[config.mk]
export PLATFORM = sky130hd
export DESIGN_NAME = debug_mode_control
export DESIGN_NICKNAME = d
export VERILOG_FILES = /design/src/common/debug_ctl_pkg.sv /design/src/hw/debug_mode_control.sv
export SDC_FILE = /design/constraint.sdc
export NUM_CORES = 1
export LEC_CHECK = 0
export BUFFER_PORTS_ARGS = -buffer_cell sky130_fd_sc_hd__buf_2
export CAP_MARGIN = 20
export CORE_ASPECT_RATIO = 0.8
export CORE_MARGIN = 2
export CORE_UTILIZATION = 51
export DETAILED_ROUTE_END_ITERATION = 8
export GPL_TIMING_DRIVEN = 0
export PLACE_DENSITY = 0.73
export SETUP_SLACK_MARGIN = 0.5
export SLEW_MARGIN = 20
export SYNTH_ARGS = -nofsm -noshare
export SYNTH_HDL_FRONTEND = slang
export SYNTH_SLANG_ARGS = --single-unit
[constraint.sdc]
create_clock -name clk_sys -period 3.28 [get_ports clk_sys]
set_input_delay 0.328 -clock clk_sys [delete_from_list [all_inputs] [get_ports clk_sys]]
set_output_delay 0.328 -clock clk_sys [all_outputs]
set_load 0.02 [all_outputs]
[src/common/debug_ctl_pkg.sv]
// constants shared by the debug mode control block
package debug_ctl_pkg;
  localparam int DATA_W    = 32;
  localparam int ADDR_W    = 4;
  localparam int CORE_EV_W = 27;
  localparam int CNT_W     = 16;

  // register indices
  localparam logic [ADDR_W-1:0] ADDR_INSTRUCTION_SUPPORT_CONTROL  = 4'h0;
  localparam logic [ADDR_W-1:0] ADDR_LCTRL  = 4'h1;
  localparam logic [ADDR_W-1:0] ADDR_CAUSE  = 4'h2;
  localparam logic [ADDR_W-1:0] ADDR_DEN    = 4'h3;
  localparam logic [ADDR_W-1:0] ADDR_CNT_I  = 4'h4;
  localparam logic [ADDR_W-1:0] ADDR_CNT_L  = 4'h5;
  localparam logic [ADDR_W-1:0] ADDR_PDATA  = 4'h6;
  localparam logic [ADDR_W-1:0] ADDR_STATUS = 4'h7;

  // trap enable fields in both support control registers
  localparam int TE_SW_BIT   = 0;
  localparam int TE_PORT_BIT = 1;

  // trap enable frame payload
  localparam int PL_ITE   = 0;
  localparam int PL_LTE   = 1;
  localparam int PL_NMBK  = 2;
  localparam int PL_MBK   = 3;
  localparam int PL_VS_LO = 4;
  localparam logic [1:0] VSYNC_ON  = 2'h1;
  localparam logic [1:0] VSYNC_OFF = 2'h2;

  // cause register bit positions
  localparam int CAUSE_PORT_NM = 31;
  localparam int CAUSE_PORT_M  = 30;
  localparam int CAUSE_PERIPH  = 29;
  localparam int CAUSE_IBRK    = 28;
  localparam int CAUSE_LBRK    = 27;

  // status fields
  localparam int ST_DEN = 0;
  localparam int ST_DBG = 1;

  // reset values
  localparam logic [DATA_W-1:0] DEN_RESET = 32'hffffffff;
  localparam logic [CNT_W-1:0]  CNT_RESET = 16'h0000;

  // timing in core clocks
  localparam int SAMPLE_LEAD = 3;
  localparam int ENTRY_HOLD  = 7;

  typedef enum logic [1:0] {
    ST_NORMAL,
    ST_DRAIN,
    ST_DEBUG
  } dbg_state_t;
endpackage : debug_ctl_pkg

[src/hw/debug_mode_control.sv]
// debug mode, trap enable and development port control logic
//
// The strobed register port and the placing of the registers were decided locally.
`timescale 1ns/10ps

// Summary of operation
// - instruction counter break at count one suppresses execution; counter stays 1
// - load/store counter break after completion; counter reads zero
// - software trap enables writable only with privilege level bit zero
// - effective trap enable is software bit OR port bit
// - both trap enable copies readable in the support control registers
// - debug enable chosen once at reset, held until next reset
// - serial clock pin sampled three clocks before soft reset negation
// - pin sampled negated keeps debug disabled until a later reset
// - watchpoint and breakpoint logic works with debug disabled
// - in debug mode instructions come from the port, data from memory
// - debug mode forces the privileged state
// - return-from-interrupt in debug mode resumes normal mode
// - OR of all cause bits is presented to the port
// - each event goes to its vector or to debug entry by enable bit
// - trap enable frames carry five controls including the sync code
// - port nonmaskable request enters debug even with interrupts off
// - execution resumes where debug mode was entered
// - full-duplex serial port sampled on the core clock, slower tool clock
// - entry sources: two port request levels, peripheral break, instruction and load/store breaks, core events
// - entry needs debug enabled, a cause bit and its enable bit
// - on entry wait for an empty pipeline before port fetch
// - reading the cause register clears it
module debug_mode_control
  import debug_ctl_pkg::*;
(
  // clock and reset
  input  wire logic                                 clk_sys,
  input  wire logic                                 reset,
  // register port
  input  wire logic [debug_ctl_pkg::ADDR_W-1:0]     reg_addr,
  input  wire logic [debug_ctl_pkg::DATA_W-1:0]     reg_wdata,
  input  wire logic                                 reg_wr,
  input  wire logic                                 reg_rd,
  output logic      [debug_ctl_pkg::DATA_W-1:0]     reg_rdata,
  // development port pins
  input  wire logic                                 soft_reset_pin_n,
  input  wire logic                                 debug_serial_clock_pin,
  input  wire logic                                 debug_serial_in_pin,
  output logic                                      debug_serial_out_pin,
  // core status and events
  input  wire logic [debug_ctl_pkg::CORE_EV_W-1:0]  core_event,
  input  wire logic                                 periph_break,
  input  wire logic                                 ext_irq_enable,
  input  wire logic                                 recoverable,
  input  wire logic                                 core_privilege,
  input  wire logic                                 pipeline_empty,
  input  wire logic                                 rfi_exec,
  input  wire logic [debug_ctl_pkg::DATA_W-1:0]     core_pc,
  input  wire logic                                 iw_hit,
  input  wire logic                                 ls_hit,
  // core control
  output logic                                      debug_enable,
  output logic                                      in_debug,
  output logic                                      fetch_from_port,
  output logic                                      privilege_level_bit,
  output logic      [debug_ctl_pkg::DATA_W-1:0]     instr_word,
  output logic                                      instr_valid,
  output logic      [debug_ctl_pkg::DATA_W-1:0]     resume_pc,
  output logic                                      resume_go,
  output logic                                      vector_req,
  output logic                                      instr_break,
  output logic                                      inhibit_exec,
  output logic                                      ls_break,
  output logic                                      vsync,
  output logic                                      cause_or
);
  localparam int FRAME_BITS = DATA_W + 1;
  localparam logic [5:0] LAST_BIT = 6'(FRAME_BITS - 1);
  localparam logic [3:0] HOLD_CNT = 4'(ENTRY_HOLD);

  // pin synchronisers
  logic srst_s1, srst_s2, srst_d;
  logic debug_serial_clock_pin_s1, debug_serial_clock_pin_s2, debug_serial_clock_pin_d;
  logic din_s1, din_s2;
  logic [SAMPLE_LEAD-1:0] debug_serial_clock_pin_hist;

  // reset capture
  logic       post_run;
  logic [3:0] post_cnt;
  logic       reset_entry;

  // serial port
  logic                  rx_busy;
  logic [5:0]            rx_cnt;
  logic [FRAME_BITS-1:0] rx_shift;
  logic [FRAME_BITS-1:0] tx_shift;
  logic [DATA_W-1:0]     tx_data;
  logic [DATA_W-1:0]     rx_word;
  logic                  port_ite, port_lte;
  logic                  port_nm_req, port_m_req;

  // registers
  logic              sw_ite, sw_lte;
  logic [DATA_W-1:0] cause;
  logic [DATA_W-1:0] den;
  logic [CNT_W-1:0]  cnt_i, cnt_l;
  dbg_state_t        state, next_state;

  function automatic logic [DATA_W-1:0] te_word(input logic sw, input logic port);
    logic [DATA_W-1:0] w;
    w = '0;
    w[TE_SW_BIT]   = sw;
    w[TE_PORT_BIT] = port;
    return w;
  endfunction : te_word

  // decode
  wire wr_instruction_support_control  = reg_wr && reg_addr == ADDR_INSTRUCTION_SUPPORT_CONTROL;
  wire wr_lctrl  = reg_wr && reg_addr == ADDR_LCTRL;
  wire wr_den    = reg_wr && reg_addr == ADDR_DEN;
  wire wr_cnt_i  = reg_wr && reg_addr == ADDR_CNT_I;
  wire wr_cnt_l  = reg_wr && reg_addr == ADDR_CNT_L;
  wire wr_pdata  = reg_wr && reg_addr == ADDR_PDATA;
  wire rd_cause  = reg_rd && reg_addr == ADDR_CAUSE;
  wire priv_ok   = !privilege_level_bit;

  // reset pin edges; negation is the rising edge of the active-low pin
  wire srst_release = srst_s2 && !srst_d;
  wire in_soft_reset = !srst_s2;

  // serial clock edge and frame end
  wire debug_serial_clock_pin_rise  = debug_serial_clock_pin_s2 && !debug_serial_clock_pin_d;
  wire rx_start   = debug_serial_clock_pin_rise && !rx_busy && din_s2;
  wire rx_shiftin = debug_serial_clock_pin_rise && rx_busy;
  wire rx_done    = rx_shiftin && rx_cnt == LAST_BIT;
  wire [FRAME_BITS-1:0] rx_frame = {rx_shift[FRAME_BITS-2:0], din_s2};
  wire frame_ctl  = rx_frame[FRAME_BITS-1];
  wire [DATA_W-1:0] frame_pl = rx_frame[DATA_W-1:0];
  wire te_frame   = rx_done && frame_ctl;
  wire dbg_frame  = rx_done && !frame_ctl;

  // effective trap enables
  wire ite_eff = sw_ite | port_ite;
  wire lte_eff = sw_lte | port_lte;

  // breakpoint counters, active whether or not debug is enabled
  wire i_cnt_live = iw_hit && cnt_i != '0;
  wire i_cnt_one  = i_cnt_live && cnt_i == CNT_W'(1);
  wire l_cnt_live = ls_hit && cnt_l != '0;
  wire l_cnt_one  = l_cnt_live && cnt_l == CNT_W'(1);

  assign instr_break  = i_cnt_one && ite_eff;
  assign inhibit_exec = instr_break;
  assign ls_break     = l_cnt_one && lte_eff;

  // new cause events
  wire [DATA_W-1:0] new_ev;
  assign new_ev[CAUSE_PORT_NM] = port_nm_req || reset_entry;
  assign new_ev[CAUSE_PORT_M]  = port_m_req && ext_irq_enable;
  assign new_ev[CAUSE_PERIPH]  = periph_break && recoverable;
  assign new_ev[CAUSE_IBRK]    = instr_break;
  assign new_ev[CAUSE_LBRK]    = ls_break;
  assign new_ev[CORE_EV_W-1:0] = core_event;

  // events not routed to debug branch to their vectors
  wire [DATA_W-1:0] route = debug_enable ? den : '0;
  assign vector_req = |(new_ev & ~route);

  wire [DATA_W-1:0] next_cause = (rd_cause ? '0 : cause) | new_ev;
  wire enter_req = debug_enable && |(cause & den);

  // state machine
  always_comb begin
    next_state = state;
    case (state)
      ST_NORMAL: if (enter_req) next_state = ST_DRAIN;
      ST_DRAIN:  if (pipeline_empty) next_state = ST_DEBUG;
      ST_DEBUG:  if (rfi_exec) next_state = ST_NORMAL;
      default:   next_state = ST_NORMAL;
    endcase
  end

  assign in_debug            = state == ST_DEBUG;
  assign fetch_from_port     = in_debug;
  assign privilege_level_bit = in_debug ? 1'b0 : core_privilege;
  assign cause_or            = |cause;
  assign debug_serial_out_pin = tx_shift[FRAME_BITS-1];

  // read mux
  wire [DATA_W-1:0] status_word = DATA_W'({in_debug, debug_enable});
  wire [DATA_W-1:0] rd_mux =
    reg_addr == ADDR_INSTRUCTION_SUPPORT_CONTROL  ? te_word(sw_ite, port_ite) :
    reg_addr == ADDR_LCTRL  ? te_word(sw_lte, port_lte) :
    reg_addr == ADDR_CAUSE  ? cause :
    reg_addr == ADDR_DEN    ? den :
    reg_addr == ADDR_CNT_I  ? DATA_W'(cnt_i) :
    reg_addr == ADDR_CNT_L  ? DATA_W'(cnt_l) :
    reg_addr == ADDR_PDATA  ? rx_word :
    reg_addr == ADDR_STATUS ? status_word : '0;

  // two flip-flops before any logic reads a pin
  always_ff @(posedge clk_sys) begin
    if (reset) begin
      // idle high, so leaving system reset is not taken for a soft reset negation
      {srst_s1, srst_s2, srst_d} <= 3'h7;
      {debug_serial_clock_pin_s1, debug_serial_clock_pin_s2, debug_serial_clock_pin_d} <= 3'h0;
      {din_s1, din_s2}           <= 2'h0;
      debug_serial_clock_pin_hist                  <= '0;
    end else begin
      srst_s1   <= soft_reset_pin_n;
      srst_s2   <= srst_s1;
      srst_d    <= srst_s2;
      debug_serial_clock_pin_s1   <= debug_serial_clock_pin;
      debug_serial_clock_pin_s2   <= debug_serial_clock_pin_s1;
      debug_serial_clock_pin_d    <= debug_serial_clock_pin_s2;
      din_s1    <= debug_serial_in_pin;
      din_s2    <= din_s1;
      debug_serial_clock_pin_hist <= {debug_serial_clock_pin_hist[SAMPLE_LEAD-2:0], debug_serial_clock_pin_s2};
    end
  end

  // debug enable latched only at soft reset negation; both pins share the
  // same synchroniser delay so the history tap lines up with the pin
  always_ff @(posedge clk_sys) begin
    if (reset) begin
      debug_enable <= 1'b0;
    end else if (srst_release) begin
      debug_enable <= debug_serial_clock_pin_hist[SAMPLE_LEAD-1];
    end
  end

  // serial clock still high after the hold window means entry from reset
  always_ff @(posedge clk_sys) begin
    if (reset || in_soft_reset) begin
      post_run    <= 1'b0;
      post_cnt    <= 4'h0;
      reset_entry <= 1'b0;
    end else begin
      reset_entry <= 1'b0;
      if (srst_release) begin
        post_run <= 1'b1;
        post_cnt <= 4'h0;
      end else if (post_run) begin
        post_cnt <= post_cnt + 4'h1;
        if (post_cnt == HOLD_CNT) begin
          post_run    <= 1'b0;
          reset_entry <= debug_enable && debug_serial_clock_pin_s2;
        end
      end
    end
  end

  // serial receive and full-duplex transmit
  always_ff @(posedge clk_sys) begin
    if (reset) begin
      rx_busy  <= 1'b0;
      rx_cnt   <= 6'h00;
      rx_shift <= '0;
      tx_shift <= '0;
    end else if (rx_start) begin
      rx_busy  <= 1'b1;
      rx_cnt   <= 6'h00;
      tx_shift <= {cause_or, tx_data};
    end else if (rx_shiftin) begin
      rx_shift <= rx_frame;
      tx_shift <= {tx_shift[FRAME_BITS-2:0], 1'b0};
      rx_cnt   <= rx_cnt + 6'h01;
      if (rx_done) begin
        rx_busy <= 1'b0;
      end
    end
  end

  // port trap enables and controls, taken only from a whole frame
  always_ff @(posedge clk_sys) begin
    if (reset) begin
      port_ite    <= 1'b0;
      port_lte    <= 1'b0;
      port_nm_req <= 1'b0;
      port_m_req  <= 1'b0;
      vsync       <= 1'b0;
    end else begin
      port_nm_req <= te_frame && frame_pl[PL_NMBK];
      port_m_req  <= te_frame && frame_pl[PL_MBK];
      if (te_frame) begin
        port_ite <= frame_pl[PL_ITE];
        port_lte <= frame_pl[PL_LTE];
        if (frame_pl[PL_VS_LO+1:PL_VS_LO] == VSYNC_ON) begin
          vsync <= 1'b1;
        end else if (frame_pl[PL_VS_LO+1:PL_VS_LO] == VSYNC_OFF) begin
          vsync <= 1'b0;
        end
      end
    end
  end

  // instruction words from the port; data frames outside debug only load rx_word and issue no instruction
  always_ff @(posedge clk_sys) begin
    if (reset) begin
      instr_word  <= '0;
      instr_valid <= 1'b0;
      rx_word     <= '0;
    end else begin
      instr_valid <= dbg_frame && in_debug;
      if (dbg_frame) begin
        rx_word <= frame_pl;
        if (in_debug) begin
          instr_word <= frame_pl;
        end
      end
    end
  end

  // software registers
  always_ff @(posedge clk_sys) begin
    if (reset) begin
      sw_ite  <= 1'b0;
      sw_lte  <= 1'b0;
      den     <= DEN_RESET;
      tx_data <= '0;
    end else begin
      if (wr_instruction_support_control && priv_ok) begin
        sw_ite <= reg_wdata[TE_SW_BIT];
      end
      if (wr_lctrl && priv_ok) begin
        sw_lte <= reg_wdata[TE_SW_BIT];
      end
      if (wr_den) begin
        den <= reg_wdata;
      end
      if (wr_pdata) begin
        tx_data <= reg_wdata;
      end
    end
  end

  // counters: software write wins over a count in the same cycle
  always_ff @(posedge clk_sys) begin
    if (reset) begin
      cnt_i <= CNT_RESET;
      cnt_l <= CNT_RESET;
    end else begin
      if (wr_cnt_i) begin
        cnt_i <= reg_wdata[CNT_W-1:0];
      end else if (i_cnt_live && !i_cnt_one) begin
        cnt_i <= cnt_i - CNT_W'(1);
      end
      if (wr_cnt_l) begin
        cnt_l <= reg_wdata[CNT_W-1:0];
      end else if (l_cnt_live) begin
        cnt_l <= cnt_l - CNT_W'(1);
      end
    end
  end

  // cause register, state, resume point and read data
  always_ff @(posedge clk_sys) begin
    if (reset) begin
      cause     <= '0;
      state     <= ST_NORMAL;
      resume_pc <= '0;
      resume_go <= 1'b0;
      reg_rdata <= '0;
    end else begin
      cause     <= next_cause;
      state     <= next_state;
      resume_go <= in_debug && rfi_exec;
      reg_rdata <= reg_rd ? rd_mux : '0;
      if (state == ST_DRAIN && pipeline_empty) begin
        resume_pc <= core_pc;
      end
    end
  end
endmodule : debug_mode_control

; Word-level counts from Yosys, hierarchy flattened
; Index checks and enable logic that the tools add are counted.
[word_totals]
ff_bits = 357
word_cells = 162
inputBits = 110
rom_bits = 0
out_inout_bits = 109
memories = 0
ramBits = 0
latchBits = 0
[op_classes]
n_shift = 0
div_mod_pow = 0
n_eq_ne = 18
order_cmp = 0
add_sub_neg = 4
multipliers = 0
reduce_logical = 64
bitwise = 10
muxes = 29
[op_table]
columns = operator, count
row1 = $mux W32, 7
row2 = $reduce_or A32 Y1, 3
row3 = $mux W33, 2
row4 = $and A32 B32 Y32, 2
row5 = $mux W16, 4
row6 = $logic_and A1 B1 Y1, 33
row7 = $eq A16 B1 Y1 const B, 2
row8 = $not A32 Y32, 1
row9 = $or A32 B32 Y32, 1
row10 = $reduce_bool A16 Y1, 2
row11 = $sub A16 B1 Y16 const B, 2
row12 = $eq A4 B3 Y1 const B, 5
row13 = $mux W2, 6
row14 = $reduce_bool A2 Y1, 5
row15 = $mux W1, 9
row16 = $eq A4 B2 Y1 const B, 2
row17 = $reduce_and A2 Y1, 4
row18 = $reduce_or A4 Y1, 2
row19 = $logic_not A1 Y1, 7
row20 = $add A6 B1 Y6 const B, 1
row21 = $eq A6 B6 Y1 const B, 1
row22 = $ne A2 B2 Y1 const B, 3
row23 = $pmux W2 S3, 1
row24 = $reduce_or A2 Y1, 3
row25 = 10 further kinds, 17

; Logic depth before layout (Yosys ltp)
[depth]
ltp_word = 9
ltp_mapped = 8
depth_no_buf = 7

; Worst setup path after synthesis
; OpenSTA, ideal clock, no wires.
[synth_path]
path_type = register -> output
startpoint = register cnt_i[4]
endpoint = output instr_break
t_arrival_ns = 1.829
n_path_buf = 2
path_stages_with_launch = 7
path_slack_ns = 1.123
t_required_ns = 2.952
path_cell_list = dfxtp_1 > or4_4 > buf_6 > nor3_2 > nand3_1 > inv_1 > buf_4
[synth_between]
elab_chain_cells = 4
word_cells_on_any_way = 5
cone_classes = eq/ne (1) / reduce/logical (4)
[synth_rtl]
columns = item, line_no
row1 = from (decl), debug_mode_control.sv:102  ; logic [CNT_W-1:0] cnt_i, cnt_l;
row2 = from (signal assigned), debug_mode_control.sv:340  ; cnt_i <= reg_wdata[CNT_W-1:0];
row3 = from (signal assigned), debug_mode_control.sv:342  ; cnt_i <= cnt_i - CNT_W'(1);
row4 = $reduce_bool A16 Y1, debug_mode_control.sv:143  ; wire i_cnt_live = iw_hit && cnt_i != '0;
row5 = $logic_and A1 B1 Y1, debug_mode_control.sv:143
row6 = $logic_and A1 B1 Y1 *, debug_mode_control.sv:144  ; wire i_cnt_one = i_cnt_live && cnt_i == CNT_W'(1);
row7 = $logic_and A1 B1 Y1 *, debug_mode_control.sv:148  ; assign instr_break = i_cnt_one && ite_eff;
row8 = to (decl), debug_mode_control.sv:67  ; output logic instr_break,
; Every way passes the cells marked *; elsewhere a longest branch is shown, timed or not.

; Worst setup path after layout
[layout_path]
startpoint = register den[1]
endpoint = output vector_req
[layout_between]
elab_chain_cells = 4
[layout_rtl]
columns = item, line_no
row1 = from (decl), debug_mode_control.sv:101  ; logic [DATA_W-1:0] den;
row2 = from (signal assigned), debug_mode_control.sv:325  ; den <= reg_wdata;
row3 = $mux W32, debug_mode_control.sv:162  ; wire [DATA_W-1:0] route = debug_enable ? den : '0;
row4 = $not A32 Y32, debug_mode_control.sv:163  ; assign vector_req = |(new_ev & ~route);
row5 = $and A32 B32 Y32, debug_mode_control.sv:163
row6 = $reduce_or A32 Y1, debug_mode_control.sv:163
row7 = to (decl), debug_mode_control.sv:66  ; output logic vector_req,
; No other way between the ends.

==> metrics.md <==
| Metric | Value |
|---|---|
| Clock buffer depth | 3 |
| Final wirelength | 48300 um |
| Placed cell areas | 16100 um^2 |
| Hold Slack | 0.0315 ns |
| Via density | 5.81 |
| Unrepaired setup endpoints after global routing | yes |
| Psw | 3330 uW |
| CTS tree | done |
| Filler instances | 2495 |
| Crit path max fanout | 4 |
| Total power draw | 11400 uW |
| Critical Path RT | 2.95 ns |
| Post-synth EDFFs | 0 |
| Tmin final | 2.98 ns |
| PwrDens | 650 nW/um^2 |
| 1st-iter DRT viols | 1269 |
| Post-synthesis sequential area ratio | 48.8% |
| Clock transition at path regs | 0.06 ns |
| Yosys cell types | 68 |
| Predominant post-synthesis flop cell | dfxtp_1 |
| Worst Setup End Kind | primary output |
| GRT Total Usage | 31.7% |
| CTS Sinks | 356 |
| Dpl ws | 0.436 ns |
| Clock Skew | 0.0186 ns |
| Hold buffer count at cts | 0 |
| I/O Pins | 219 |
| Initial antenna violation count | 2 |
| Synth top area share | 48.8% |
| Synth area leaders | dfxtp_1 (49%), nand2_1 (7.8%), a21oi_1 (7.0%) |
| Vias in the first global route | 12800 |
| Internal power | 8030 uW |
| Root Driver | clkbuf_16 |
| H-tree depth | 2 |
| Class of the worst hold path | input pin to register |
| Fin nets | 2084 |
| Final worst-path cycle share | 90.9% |
| Layout cells sized above 1 | 17.2% |
| Slew Viols, Final | 0 |
| GP Congestion | 0.976 |
| Post-route cell area | 17500 um^2 |
| Number of synthesized register bits | 356 |
| Post-Syn Nets | 1822 |
| Critical Path AT | 2.65 ns |
| Count leader, synth | dfxtp_1 |
| Asr flop ratio synth | 0% |
| Final Worst Setup Slack | 0.300 ns |
| Yosys warning count | 0 |
| First-pass GRT wire length | 73100 um |
| Total CTS buffers | 36 |
| Final hold vios | 0 |
| P&R area growth vs syn | 19.8% |
| Drt wl/cell | 20.5 um |
| Switching Fraction | 29.3% |
| Buffers on Ports | 215 |
| Pleak | 0.00660 uW |
| Die H | 155 um |
| Status | finished clean |
| Max-Cap Viols | 0 |
| Top cells by count, synth | dfxtp_1 (356), nand2_1 (303), a21oi_1 (205) |
| Top cell type by total area after synthesis | dfxtp_1 |
| Syn Area/Cell | 8.58 um^2 |
| Kind of critical path | register to primary output |
| Largest net degree at the start of global routing | 15 |
| CORE AREA | 28200 um^2 |
| DRC Markers | 0 |
| Slew of the pin with the lowest slew margin | 0.995 ns |
| Die Area | 30000 um^2 |
| # setup viols final | 0 |
| Setup TNS | 0 ns |
| Peak VDD IR | 0.000548 V |
| Via count | 13700 |
| Rows | 55 |
| Peak Freq | 0.336 GHz |
| Starting Density | 51.7% |
| Dpl hpwl | 36900 um |
| Synth Cell Area | 14600 um^2 |
| Worst rel slew slack | 32.8% |
| Comb power frac | 20.0% |
| DRT Pass-1 Iters | 6 |
| CP Launch Type | register |
| Die Width | 193 um |
| Cells after Synth | 1702 |
| Clock latency on the worst-skew pair | 0.53 ns |
| Clock power share | 36.8% |
| Seq pwr share | 43.2% |
| Number of routed nets with antenna violations | 0 |
| Remaining Overflow, GRT | 0 |
-- cell families after synthesis --
logic type | share of synthesized area (%)
simple gates | 20.9
compound gates | 17.5
flops | 48.8
buf+inv | 4.33
mux | 5.99
xor+xnor | 1.68
fa+ha+maj | 0.857
-- state kept, by name, indices dropped and copies added (netlist names), 32 cells and up --
register,count
cause,32
den,32
instr_word,32
reg_rdata,32
resume_pc,32
rx_shift,32
rx_word,32
tx_data,32
tx_shift,33
-- stage by stage --
step | utilization, % | instances
floorplan | - | 1702
global placement | 57.2 | 2287
detailed placement | 57.2 | 2287
CTS | 61.7 | 2352
global route | 62.0 | 2359
finish | 62.0 | 2359
-- metal layers --
layer  track usage (%)  vias up  routed length [um]
met5                 0        -                   0
li1                  -     6421                   -
met4              11.2        0                1630
met3              8.66       98                5330
met2              45.8      691               20100
met1              45.1     6493               21200
-- placed cells by master (no fill, tap or decap), types with 23 or more instances in the layout --
cell and count:
clkbuf_16 37, inv_1 41, nor2_1 177, nand2b_1 29
a211oi_1 52, clkbuf_1 101, mux2i_1 66, nand2_1 303
nor2b_1 35, a22o_1 30, a21oi_1 205, buf_2 223
dfxtp_1 351, nor3_1 23
-- area by class of cell --
type	count	area [um^2]	share of cell area, %
well taps	370	463	2.65
clock buffers	56	1090	6.22
multi-input cells	1185	6910	39.5
repair buffers	224	1150	6.59
inverters	42	158	0.901
clock inverters	5	103	0.587
diodes	2	5.00	0.0286
flip-flops and latches	356	7140	40.8
plain buffers	119	475	2.72
-- final timing paths --
path,start,to,slack (ns),cells after the start
setup / recovery,den[1],vector_req,0.30,6
hold / removal,debug_serial_clock_pin,debug_serial_clock_pin_s1,0.03,2
setup reg to reg,cnt_i[0],cnt_i[6],0.80,8
hold reg to reg,srst_s1,srst_s2,0.43,1
-- worst max-delay path, stage by stage (launching register included) --
cell and delay [ns]:
dfxtp_1 0.43, nand2b_1 0.18, o2111ai_1 0.11, a2111oi_0 0.68, nand4_1 0.20, a211o_1 0.36, buf_4 0.17
-- repair_timing --
item / in CTS / in global routing
gates resized for setup: 15 / 9
setup buffers: 4 / 5
pin swaps: 3 / 2
endpoints found under the setup margin: 33 / 33
-- power by group through the flow --
stage	Clock, uW	Sequential, uW	Combinational (uW)
after floorplan	0	4850	1530
after global placement	0	4950	2000
after detailed placement	0	4960	2030
after CTS	4210	4880	2130
after global routing	4380	4930	2420
final	4180	4910	2270
Power figures use the tool's default switching activity.
